### src/tmr_pkg.sv
// Constants for the 16-bit timer/event counter with edge inputs.
// Assumes an APB master on pclk; offsets are byte addresses of 32-bit words.
package tmr_pkg;

  // ---------------------------------------------------------------
  // Register offsets
  // ---------------------------------------------------------------
  localparam logic [7:0] CTRL_OFS   = 8'h00;
  localparam logic [7:0] OUTC_OFS   = 8'h04;
  localparam logic [7:0] PRESC_OFS  = 8'h08;
  localparam logic [7:0] COUNT_OFS  = 8'h0c;
  localparam logic [7:0] STATUS_OFS = 8'h10;

  // ---------------------------------------------------------------
  // Field positions
  // ---------------------------------------------------------------
  localparam int CTRL_RUN_BIT   = 0;
  localparam int CTRL_CLRST_BIT = 1;
  localparam int CTRL_PINOUT_BIT = 2;
  localparam int OUTC_INV1_BIT  = 0;
  localparam int OUTC_INV2_BIT  = 1;
  localparam int OUTC_OE_BIT    = 2;
  localparam int OUTC_OSP_BIT   = 3;
  localparam int OUTC_LVS_BIT   = 4;
  localparam int OUTC_LVR_BIT   = 5;
  localparam int PRESC_CLK_LSB  = 0;
  localparam int PRESC_E0_LSB   = 2;
  localparam int PRESC_E1_LSB   = 4;
  localparam int ST_E0_BIT      = 0;
  localparam int ST_E1_BIT      = 1;
  localparam int ST_TO_BIT      = 2;

  // ---------------------------------------------------------------
  // Encodings and reset values
  // ---------------------------------------------------------------
  localparam logic [1:0] CLK_DIV1   = 2'h0;
  localparam logic [1:0] CLK_DIV4   = 2'h1;
  localparam logic [1:0] CLK_DIV16  = 2'h2;
  localparam logic [1:0] CLK_EDGE0  = 2'h3;
  localparam logic [1:0] EDGE_FALL  = 2'h0;
  localparam logic [1:0] EDGE_RISE  = 2'h1;
  localparam logic [1:0] EDGE_NONE  = 2'h2;
  localparam logic [1:0] EDGE_BOTH  = 2'h3;
  localparam logic [5:0] PRESC_RST  = 6'h00;
  localparam logic [3:0] OUTC_RST   = 4'h0;
  localparam logic [2:0] CTRL_RST   = 3'h0;
  localparam logic [3:0] DIV4_TERM  = 4'h3;
  localparam logic [3:0] DIV16_TERM = 4'hf;

endpackage : tmr_pkg

### src/edge_sampler.sv
// Three-stage input sampler with edge detection for one capture pin.
// Assumes an asynchronous pin; edge is valid when stages two and three agree.
`timescale 1ns/1ns
module edge_sampler (
  input  wire logic       pclk,
  input  wire logic       presetn,
  input  wire logic       pin,
  input  wire logic       run,
  input  wire logic [1:0] edge_sel,
  output logic            level,
  output logic            edge_det
);

  logic [2:0] sync_reg;
  logic [2:0] sync_next;
  logic       lvl_reg;
  logic       lvl_next;
  logic       armed_reg;
  logic       armed_next;
  logic       run_q_reg;
  logic       run_q_next;
  logic       rise;
  logic       fall;

  // ---------------------------------------------------------------
  // Sampling and edge detection
  // ---------------------------------------------------------------
  always_comb begin
    sync_next  = {sync_reg[1:0], pin};
    lvl_next   = lvl_reg;
    armed_next = armed_reg;
    run_q_next = run;
    rise       = 1'b0;
    fall       = 1'b0;
    if (sync_reg[1] == sync_reg[2])
      lvl_next = sync_reg[2];
    if (run && !run_q_reg && armed_reg) begin
      rise       = lvl_next;
      armed_next = 1'b0;
    end else if (run && !run_q_reg) begin
      rise = 1'b0;
    end else begin
      rise = lvl_next & ~lvl_reg;
      fall = ~lvl_next & lvl_reg;
    end
    if (!run) begin
      rise = 1'b0;
      fall = 1'b0;
    end
  end

  always_ff @(posedge pclk or negedge presetn) begin
    if (!presetn) begin
      sync_reg  <= 3'h0;
      lvl_reg   <= 1'b0;
      armed_reg <= 1'b1;
      run_q_reg <= 1'b0;
    end else begin
      sync_reg  <= sync_next;
      lvl_reg   <= lvl_next;
      armed_reg <= armed_next;
      run_q_reg <= run_q_next;
    end
  end

  assign level = lvl_reg;
  always_comb begin
    unique case (edge_sel)
      tmr_pkg::EDGE_FALL: edge_det = fall;
      tmr_pkg::EDGE_RISE: edge_det = rise;
      tmr_pkg::EDGE_BOTH: edge_det = rise | fall;
      tmr_pkg::EDGE_NONE: edge_det = 1'b0;
    endcase
  end
endmodule : edge_sampler

### src/tmr_core.sv
// Timer/event counter core with APB register slave and shared output pin.
// Assumes an APB master on pclk and asynchronous capture input pins.
`timescale 1ns/1ns
module tmr_core (
  input  wire logic        pclk,
  input  wire logic        presetn,
  input  wire logic        psel,
  input  wire logic        penable,
  input  wire logic        pwrite,
  input  wire logic [7:0]  paddr,
  input  wire logic [31:0] pwdata,
  output logic [31:0]      prdata,
  output logic             pready,
  output logic             pslverr,
  input  wire logic        first_capture_input,
  input  wire logic        shared_port_pin_in,
  output logic             shared_port_pin_out,
  output logic             shared_port_pin_oen
);

  logic [2:0]  ctrl_reg;
  logic [2:0]  ctrl_next;
  logic [3:0]  outc_reg;
  logic [3:0]  outc_next;
  logic [5:0]  presc_reg;
  logic [5:0]  presc_next;
  logic [15:0] up_counter_reg;
  logic [15:0] up_counter_next;
  logic [3:0]  div_reg;
  logic [3:0]  div_next;
  logic        tout_reg;
  logic        tout_next;
  logic [1:0]  sticky_reg;
  logic [1:0]  sticky_next;
  logic [31:0] prdata_reg;
  logic [31:0] prdata_next;
  logic        perr_reg;
  logic        perr_next;
  logic        e0_det;
  logic        e1_det;
  logic        e0_lvl;
  logic        e1_lvl;
  logic        run;
  logic        pin_is_out;
  logic        tick;
  logic        wr;
  logic        rd;
  logic        hit;
  logic        lvs_wr;
  logic        lvr_wr;

  assign run        = ctrl_reg[tmr_pkg::CTRL_RUN_BIT];
  assign pin_is_out = ctrl_reg[tmr_pkg::CTRL_PINOUT_BIT];
  assign wr         = psel && penable && pwrite;
  assign rd         = psel && penable && !pwrite;
  assign pready     = 1'b1;
  assign prdata     = prdata_reg;
  assign pslverr    = perr_reg;

  function automatic logic addr_hit(input logic [7:0] a);
    addr_hit = (a == tmr_pkg::CTRL_OFS) || (a == tmr_pkg::OUTC_OFS) ||
               (a == tmr_pkg::PRESC_OFS) || (a == tmr_pkg::COUNT_OFS) ||
               (a == tmr_pkg::STATUS_OFS);
  endfunction : addr_hit

  assign hit = addr_hit(paddr);

  // ---------------------------------------------------------------
  // Edge inputs
  // ---------------------------------------------------------------
  edge_sampler u_e0 (
    .pclk     (pclk),
    .presetn  (presetn),
    .pin      (first_capture_input),
    .run      (run),
    .edge_sel (presc_reg[tmr_pkg::PRESC_E0_LSB +: 2]),
    .level    (e0_lvl),
    .edge_det (e0_det)
  );

  edge_sampler u_e1 (
    .pclk     (pclk),
    .presetn  (presetn),
    .pin      (shared_port_pin_in & ~pin_is_out),
    .run      (run & ~pin_is_out),
    .edge_sel (presc_reg[tmr_pkg::PRESC_E1_LSB +: 2]),
    .level    (e1_lvl),
    .edge_det (e1_det)
  );

  // ---------------------------------------------------------------
  // Register writes
  // ---------------------------------------------------------------
  always_comb begin
    ctrl_next  = ctrl_reg;
    outc_next  = outc_reg;
    presc_next = presc_reg;
    lvs_wr     = 1'b0;
    lvr_wr     = 1'b0;
    if (wr) begin
      unique case (paddr)
        tmr_pkg::CTRL_OFS:  ctrl_next = pwdata[2:0];
        tmr_pkg::OUTC_OFS: begin
          outc_next = pwdata[3:0];
          lvs_wr = pwdata[tmr_pkg::OUTC_LVS_BIT];
          lvr_wr = pwdata[tmr_pkg::OUTC_LVR_BIT];
        end
        tmr_pkg::PRESC_OFS: begin
          if (!run)
            presc_next = pwdata[5:0];
        end
        default: ;
      endcase
    end
  end

  always_ff @(posedge pclk or negedge presetn) begin
    if (!presetn) begin
      ctrl_reg  <= tmr_pkg::CTRL_RST;
      outc_reg  <= tmr_pkg::OUTC_RST;
      presc_reg <= tmr_pkg::PRESC_RST;
    end else begin
      ctrl_reg  <= ctrl_next;
      outc_reg  <= outc_next;
      presc_reg <= presc_next;
    end
  end

  // ---------------------------------------------------------------
  // Prescaler and counter
  // ---------------------------------------------------------------
  always_comb begin
    div_next        = run ? div_reg + 4'h1 : 4'h0;
    up_counter_next = up_counter_reg;
    tick            = 1'b0;
    unique case (presc_reg[tmr_pkg::PRESC_CLK_LSB +: 2])
      tmr_pkg::CLK_DIV1:  tick = run;
      tmr_pkg::CLK_DIV4:  tick = run && (div_reg[1:0] == tmr_pkg::DIV4_TERM[1:0]);
      tmr_pkg::CLK_DIV16: tick = run && (div_reg == tmr_pkg::DIV16_TERM);
      tmr_pkg::CLK_EDGE0: tick = e0_det;
    endcase
    if (!run)
      up_counter_next = 16'h0000;
    else if (ctrl_reg[tmr_pkg::CTRL_CLRST_BIT] && e0_det &&
             presc_reg[1:0] != tmr_pkg::CLK_EDGE0)
      up_counter_next = 16'h0000;
    else if (tick)
      up_counter_next = up_counter_reg + 16'h0001;
  end

  always_ff @(posedge pclk or negedge presetn) begin
    if (!presetn) begin
      div_reg        <= 4'h0;
      up_counter_reg <= 16'h0000;
    end else begin
      div_reg        <= div_next;
      up_counter_reg <= up_counter_next;
    end
  end

  // ---------------------------------------------------------------
  // Output flip-flop and edge status
  // ---------------------------------------------------------------
  always_comb begin
    tout_next   = tout_reg;
    sticky_next = sticky_reg;
    if (run && tick && up_counter_reg == 16'hffff &&
        (outc_reg[tmr_pkg::OUTC_INV1_BIT] || outc_reg[tmr_pkg::OUTC_INV2_BIT]))
      tout_next = ~tout_reg;
    if (lvs_wr)
      tout_next = 1'b1;
    else if (lvr_wr)
      tout_next = 1'b0;
    if (rd && paddr == tmr_pkg::STATUS_OFS)
      // Clear only the edges that this read reported
      sticky_next = sticky_reg & ~prdata_reg[1:0];
    // Set wins over read-clear
    if (e0_det)
      sticky_next[0] = 1'b1;
    if (e1_det)
      sticky_next[1] = 1'b1;
  end

  always_ff @(posedge pclk or negedge presetn) begin
    if (!presetn) begin
      tout_reg   <= 1'b0;
      sticky_reg <= 2'h0;
    end else begin
      tout_reg   <= tout_next;
      sticky_reg <= sticky_next;
    end
  end

  assign shared_port_pin_out = tout_reg;
  assign shared_port_pin_oen = ~(pin_is_out & outc_reg[tmr_pkg::OUTC_OE_BIT]);

  // ---------------------------------------------------------------
  // Read data
  // ---------------------------------------------------------------
  always_comb begin
    prdata_next = prdata_reg;
    perr_next   = 1'b0;
    if (psel && !penable) begin
      prdata_next = 32'h0000_0000;
      perr_next   = !hit;
      if (!pwrite) begin
        unique case (paddr)
          tmr_pkg::CTRL_OFS:   prdata_next = {29'h0, ctrl_reg};
          tmr_pkg::OUTC_OFS:   prdata_next = {28'h0, outc_reg};
          tmr_pkg::PRESC_OFS:  prdata_next = {26'h0, presc_reg};
          tmr_pkg::COUNT_OFS:  prdata_next = {16'h0, up_counter_reg};
          tmr_pkg::STATUS_OFS: prdata_next = {27'h0, e1_lvl, e0_lvl, tout_reg, sticky_reg};
          default:             prdata_next = 32'h0000_0000;
        endcase
      end
    end else if (psel && penable) begin
      perr_next = perr_reg;
    end
  end

  always_ff @(posedge pclk or negedge presetn) begin
    if (!presetn) begin
      prdata_reg <= 32'h0000_0000;
      perr_reg   <= 1'b0;
    end else begin
      prdata_reg <= prdata_next;
      perr_reg   <= perr_next;
    end
  end
endmodule : tmr_core

### config.mk
export PLATFORM = sky130hd
export DESIGN_NAME = tmr_core
export DESIGN_NICKNAME = d
export VERILOG_FILES = /design/src/tmr_pkg.sv /design/src/edge_sampler.sv /design/src/tmr_core.sv
export SDC_FILE = /design/constraint.sdc
export NUM_CORES = 1
export LEC_CHECK = 0
export BUFFER_PORTS_ARGS = -buffer_cell sky130_fd_sc_hd__buf_2
export CAP_MARGIN = 20
export CORE_MARGIN = 1.5
export CORE_UTILIZATION = 45
export CTS_CLUSTER_DIAMETER = 40
export DETAILED_ROUTE_END_ITERATION = 7
export GPL_ROUTABILITY_DRIVEN = 1
export PLACE_DENSITY = 0.72
export SLEW_MARGIN = 20
export SYNTH_ARGS = -nofsm -noshare
export SYNTH_HDL_FRONTEND = slang
export SYNTH_HIERARCHICAL = 1
export SYNTH_SLANG_ARGS = --single-unit
### constraint.sdc
create_clock -name pclk -period 1.78 [get_ports pclk]
set_input_delay 0.445 -clock pclk [delete_from_list [all_inputs] [get_ports pclk]]
set_output_delay 0.445 -clock pclk [all_outputs]
set_load 0.01 [all_outputs]
==> results of run 1 <==
-- metrics by stage --
step           utilization, %  area, µm²  setup TNS [ns]  instances  setup slack, ns
6_report                 58.6       4020          -0.653        463           -0.118
3_3_place_gp             53.4       3670           -1.99        444           -0.129
4_1_cts                  58.6       4020          -0.821        463           -0.132
2_1_floorplan               -       3290               0        307           0.0219
5_1_grt                  58.6       4020           -2.83        463           -0.263
3_5_place_dp             53.4       3670           -3.29        444           -0.200
-- synth_stat cells (6+ instances only) --
library cell / n
buf_4: 18
a22o_1: 11
nand2_1: 22
and2_1: 10
o21ai_0: 6
xor2_1: 13
nand4_1: 9
inv_1: 7
mux2_2: 16
dfrtp_1: 63
nor2_1: 28
-- worst max-delay path: stages, from the launching register on --
cell,delay [ns]
dfrtp_1,0.40
maj3_2,0.22
o211ai_2,0.08
a21oi_2,0.16
nand2_1,0.10
o221ai_4,0.20
buf_6,0.14
buf_6,0.09
nand4_1,0.11
xor2_1,0.18
nor2_1,0.13
-- final timing paths --
kind | startpoint | end | slack (ns) | depth (start not counted)
setup reg to reg | u_e0/level | up_counter_reg[13] | -0.12 | 10
setup / recovery | u_e0/level | up_counter_reg[13] | -0.12 | 10
hold / removal | presetn | u_e1/sync_reg[0] | 0.04 | 1
max in group asynchronous | presetn | prdata[15] | 1.20 | 2
min in group pclk | first_capture_input | u_e0/sync_reg[0] | 0.20 | 1
hold reg to reg | u_e1/sync_reg[0] | u_e1/sync_reg[1] | 0.35 | 0
-- cells by family after synthesis --
kind of cell / share of synthesized area, %
flops: 50.5
simple gates: 17.7
other cells: 0.233
fa+ha+maj: 2.64
mux: 6.83
buf+inv: 6.60
compound gates: 10.6
xor+xnor: 4.89
-- power by group --
group | total, mW | leakage [nW] | internal (mW) | switching [mW]
combinational | 0.187 | 0.931 | 0.0730 | 0.114
clock | 1.81 | 0.140 | 1.22 | 0.595
sequential | 1.51 | 0.875 | 1.50 | 0.0159
total | 3.51 | 1.95 | 2.78 | 0.724
-- metal layers --
metal  wire length, µm  share of wire (%)
met3               468                7.1
met1              2990                 45
met5                 0                  0
met2              3060                 46
met4                80                1.2
-- what timing repair did --
action                     CTS  global route
setup endpoints to repair   16            16
pin swaps                   14             2
buffers inserted             3             0
gates cloned                 0             0
resized for setup           10             0
-- layout make-up --
cell class | instances | area [µm²]
fill | 582 | 2850
inverter | 7 | 26.3
tap | 96 | 120
clock buffer | 9 | 124
sequential | 65 | 1630
timing repair buffer | 72 | 487
clock inverter | 7 | 166
multi-input combinational | 207 | 1470
-- cells in the final DEF (no fill, tap or decap), types with 2 or more instances in the layout --
| cell type | synthesis | routed |
|---|---|---|
| a31oi_1 | 5 | 5 |
| buf_4 | 18 | 26 |
| and2_1 | 10 | 10 |
| o2111ai_1 | 3 | 3 |
| nor4b_2 | 2 | 2 |
| buf_12 | 0 | 2 |
| buf_2 | 5 | 39 |
| nor3_1 | 2 | 2 |
| conb_1 | 2 | 17 |
| nand4_1 | 9 | 9 |
| nand3_1 | 5 | 3 |
| bufinv_16 | 0 | 5 |
| nor2b_1 | 3 | 3 |
| nand2b_1 | 4 | 4 |
| nor2_1 | 28 | 28 |
| o211ai_2 | 2 | 2 |
| ha_1 | 5 | 5 |
| and2b_1 | 3 | 3 |
| and3_1 | 4 | 4 |
| mux2_2 | 16 | 16 |
| clkbuf_8 | 0 | 9 |
| nand3_2 | 0 | 2 |
| a21oi_2 | 2 | 2 |
| o21ai_0 | 6 | 6 |
| xor2_1 | 13 | 13 |
| nand2_1 | 22 | 21 |
| a222oi_1 | 3 | 3 |
| xnor2_1 | 5 | 4 |
| maj3_2 | 2 | 2 |
| buf_6 | 1 | 5 |
| a22o_1 | 11 | 11 |
| inv_1 | 7 | 7 |
| mux2i_1 | 4 | 4 |
| dfstp_2 | 2 | 2 |
| dfrtp_1 | 63 | 63 |
| a21o_1 | 2 | 2 |
==> flow_summary.yaml, run 1 <==
status:
  status: "complete, but fails checks"
  violations: "setup timing"
worst_setup_path:
  required_ns: 2.05
  cp-end-kind: "flop"
  crit_fanout: 4
  critPathArrivalTime_ns: 2.17
  cp-start-kind: "flop"
  path_class: "flop to flop"
route:
  drt-initial-drc-count: 158
  routed_via_density: 5.15
  wirelength_um: 6600
  drcViolationCount: 0
  via_count: 2386
  dr.pass1.iters: 4
  wire_per_inst_um: 14.3
  postRouteAntennaNets: 0
finish:
  drive_gt1_share_pct: 34.1
  diodes: 0
  area_growth_pct: 24.8
  nets: 414
timing:
  period_share_pct: 107
  skew_ns: 0.0102
  setup_ws_ns: -0.118
  grt_setup_unrepaired: "yes"
  drv_slew: 0
  hold_viol_final: 0
  period_minus_slack_ns: 1.90
  max_freq_mhz: 527
  fin_hold_ws_ns: 0.0382
  final-setup-viol-count: 13
synth:
  ys_ff_latch: 65
  syn-instance-count: 292
  ys.warnings.count: 6
  synthArstFlopShare_pct: 100
  synth_top_area_share_pct: 48.9
  ys_seq_area_share_pct: 50.5
  ys_top_cells_by_area: "dfrtp_1, mux2_2, buf_4, xor2_1, nor2_1"
  synth_edf_count: 0
  netlist_area_um2: 3220
  synth_cell_types: 52
  syn_area_per_cell_um2: 11.0
  synthFlopType: "dfrtp_1"
  yosysTopAreaCell: "dfrtp_1"
global_route:
  grt_max_degree: 34
  gr-total-overflow: 0
  grt_pass1_wl_um: 10900
  grt_pass1_vias: 2323
  use_met2_pct: 29.9
  grt.total_usage_pct: 18.9
  antenna_found_initial: 1
  met1_usage_pct: 24.4
  grtUsageMet3_pct: 6.41
  grt.busiest_layer: "met2"
cts:
  htreeDepth: 3
  cts.sinks: 65
  clk-insertion-delay-late_ns: 0.35
  clockBufferDepth: 2
  cts_buffers: 9
  path_clk_slew_ns: 0.08
  cts_root_buf: "clkbuf_8"
  holdBufCountCts: 0
  tritoncts: "built"
floorplanning:
  die_area_um2: 7680
  core.rowCount: 30
  fp.dieH_um: 87.6
  die_x_um: 87.6
  io_pins: 83
  coreArea_um2: 6870
  initial_core_util_pct: 46.9
pwr:
  power.leakage_nw: 1.95
  ir_worst_vdd_v: 0.000422
  power_mw: 3.51
  power.density_nw_per_um2: 872
placed_design:
  dp_hpwl_um: 4900
  globalplace.congestion: 0.846
  portBuffers: 39
hold_path:
  hold_class: "primary input to async pin"
flow_run:
  drv_cap: 0
(Power assumes the default switching activity.)
==> run 2: changes to the inputs <==
Settings changed: TNS_END_PERCENT set to 30.
==> run 2 against run 1 <==
The flow still finishes with violations (setup timing). Flip-flop and latch count unchanged. Global-route usage unchanged. Clock-buffer cell count unchanged. Non-clock buffer count unchanged. Clock skew about the same. First-iteration DRC count decreased by 0.63%. Setup slack improved by 0.00074 ns. Die area unchanged. Via count about the same. Combinational power about the same. Utilization decreased by 0.073 points. Largest cell class unchanged. Highest routed layer unchanged.
==> flow_summary.yaml, run 2 (same netlist as run 1, synthesis figures left out) <==
status:
  status: "complete, but fails checks"
  violations: "setup timing"
timing:
  period_minus_slack_ns: 1.90
  skew_ns: 0.00982
  max_freq_mhz: 527
  final-setup-viol-count: 13
  setup_ws_ns: -0.117
  grt_setup_unrepaired: "yes"
  fin_hold_ws_ns: 0.0392
  drv_slew: 0
  hold_viol_final: 0
  period_share_pct: 107
floorplanning:
  core.rowCount: 30
  die_x_um: 87.6
  coreArea_um2: 6870
  die_area_um2: 7680
  initial_core_util_pct: 46.9
  fp.dieH_um: 87.6
  io_pins: 83
cts:
  clockBufferDepth: 2
  htreeDepth: 3
  tritoncts: "built"
  clk-insertion-delay-late_ns: 0.35
  cts_root_buf: "clkbuf_8"
  path_clk_slew_ns: 0.08
  cts_buffers: 9
  cts.sinks: 65
worst_setup_path:
  critPathArrivalTime_ns: 2.17
  cp-end-kind: "flop"
  critical_path.most_common_cell: "buf_6"
  cpLargestDelayFamily: "compound AO/OA/AOI/OAI gates"
  cp-start-kind: "flop"
  cp_slowest_cell: "dfrtp_1"
  crit_chain: "maj3_2, o211ai_2, a21oi_2, nand2_1, o221ai_4, buf_6, buf_6, nand4_1, xor2_1, nor2_1"
  required_ns: 2.05
  crit_buf_inv: 2
  path_class: "flop to flop"
  crit_fanout: 4
  critPathMaxStageDelay_ns: 0.40
finish:
  stdcell_count: 463
  layout_common_cells: "dfrtp_1, buf_2, nor2_1"
  nets: 414
  final_common_cell: "dfrtp_1"
  diodes: 0
  drive_gt1_share_pct: 33.8
  area_growth_pct: 24.6
  fillers: 582
  final_core_util_pct: 58.5
pwr:
  swShare_pct: 20.7
  intPower_mw: 2.78
  power.leakage_nw: 1.95
  clock_power_share_pct: 51.6
  seqPwrFrac_pct: 43.1
  power.density_nw_per_um2: 874
  combinationalPowerShare_pct: 5.3
  ir_worst_vdd_v: 0.000422
  p_sw_mw: 0.726
placed_design:
  dp_hpwl_um: 4900
  placed_cells: 444
  globalplace.congestion: 0.846
  portBuffers: 39
flow_run:
  drv_cap: 0
route:
  drt-initial-drc-count: 157
  wire_per_inst_um: 14.3
  via_count: 2388
  dr.pass1.iters: 7
  postRouteAntennaNets: 0
  drcViolationCount: 0
  routed_via_density: 5.16
  wirelength_um: 6600
hold_path:
  hold_class: "primary input to async pin"
global_route:
  grt.total_usage_pct: 18.9
  grt_max_degree: 34
  antenna_found_initial: 1
  gr-total-overflow: 0
  grt_pass1_vias: 2327
  grt_pass1_wl_um: 10900
## run 2: routing by layer
| metal | vias to the layer above | track usage (%) | wire [µm] |
|---|---|---|---|
| li1 | 1144 | - | - |
| met1 | 1162 | 24.4 | 3030 |
| met2 | 75 | 30.0 | 3070 |
| met3 | 7 | 6.41 | 412 |
| met4 | 0 | 6.49 | 89 |
| met5 | - | 0 | 0 |
## run 2: layout make-up
type | count | area [µm²] | area share [%]
sequential | 65 | 1630 | 40.5
multi-input combinational | 207 | 1470 | 36.5
timing repair buffer | 72 | 487 | 12.1
clock inverter | 7 | 166 | 4.14
clock buffer | 9 | 124 | 3.08
tap | 96 | 120 | 2.99
inverter | 7 | 26.3 | 0.654
## run 2: through the flow
stage / total power [mW] / setup slack [ns] / area [µm²] / setup TNS [ns]
after global routing: 3.62 / -0.263 / 4020 / -2.83
final: 3.51 / -0.117 / 4020 / -0.645
after global placement: 1.71 / -0.129 / 3670 / -1.99
after CTS: 3.54 / -0.132 / 4020 / -0.769
after floorplan: 1.65 / 0.0219 / 3290 / 0
after detailed placement: 1.72 / -0.200 / 3670 / -3.29
## run 2: path summary, 6_finish.rpt
check,start,to,slack [ns],depth (start not counted)
setup / recovery,u_e0/level,up_counter_reg[13],-0.12,10
hold / removal,presetn,u_e1/sync_reg[0],0.04,1
setup reg to reg,u_e0/level,up_counter_reg[13],-0.12,10
hold reg to reg,u_e1/sync_reg[0],u_e1/sync_reg[1],0.35,0
max in group asynchronous,presetn,up_counter_reg[7],1.20,2
min in group pclk,first_capture_input,u_e0/sync_reg[0],0.20,1
## run 2: what timing repair did
action / CTS / global route
setup endpoints to repair: 16 / 16
setup buffers: 3 / 0
pin swaps: 10 / 0
resized for setup: 9 / 0
hold buffers: 0 / 0
## run 2: power groups by stage
stage | Sequential, mW | Clock, mW | Combinational, mW
finish | 1.51 | 1.81 | 0.187
detailed placement | 1.54 | 0 | 0.179
global route | 1.51 | 1.90 | 0.210
floorplan | 1.54 | 0 | 0.109
CTS | 1.51 | 1.84 | 0.189
global placement | 1.54 | 0 | 0.174
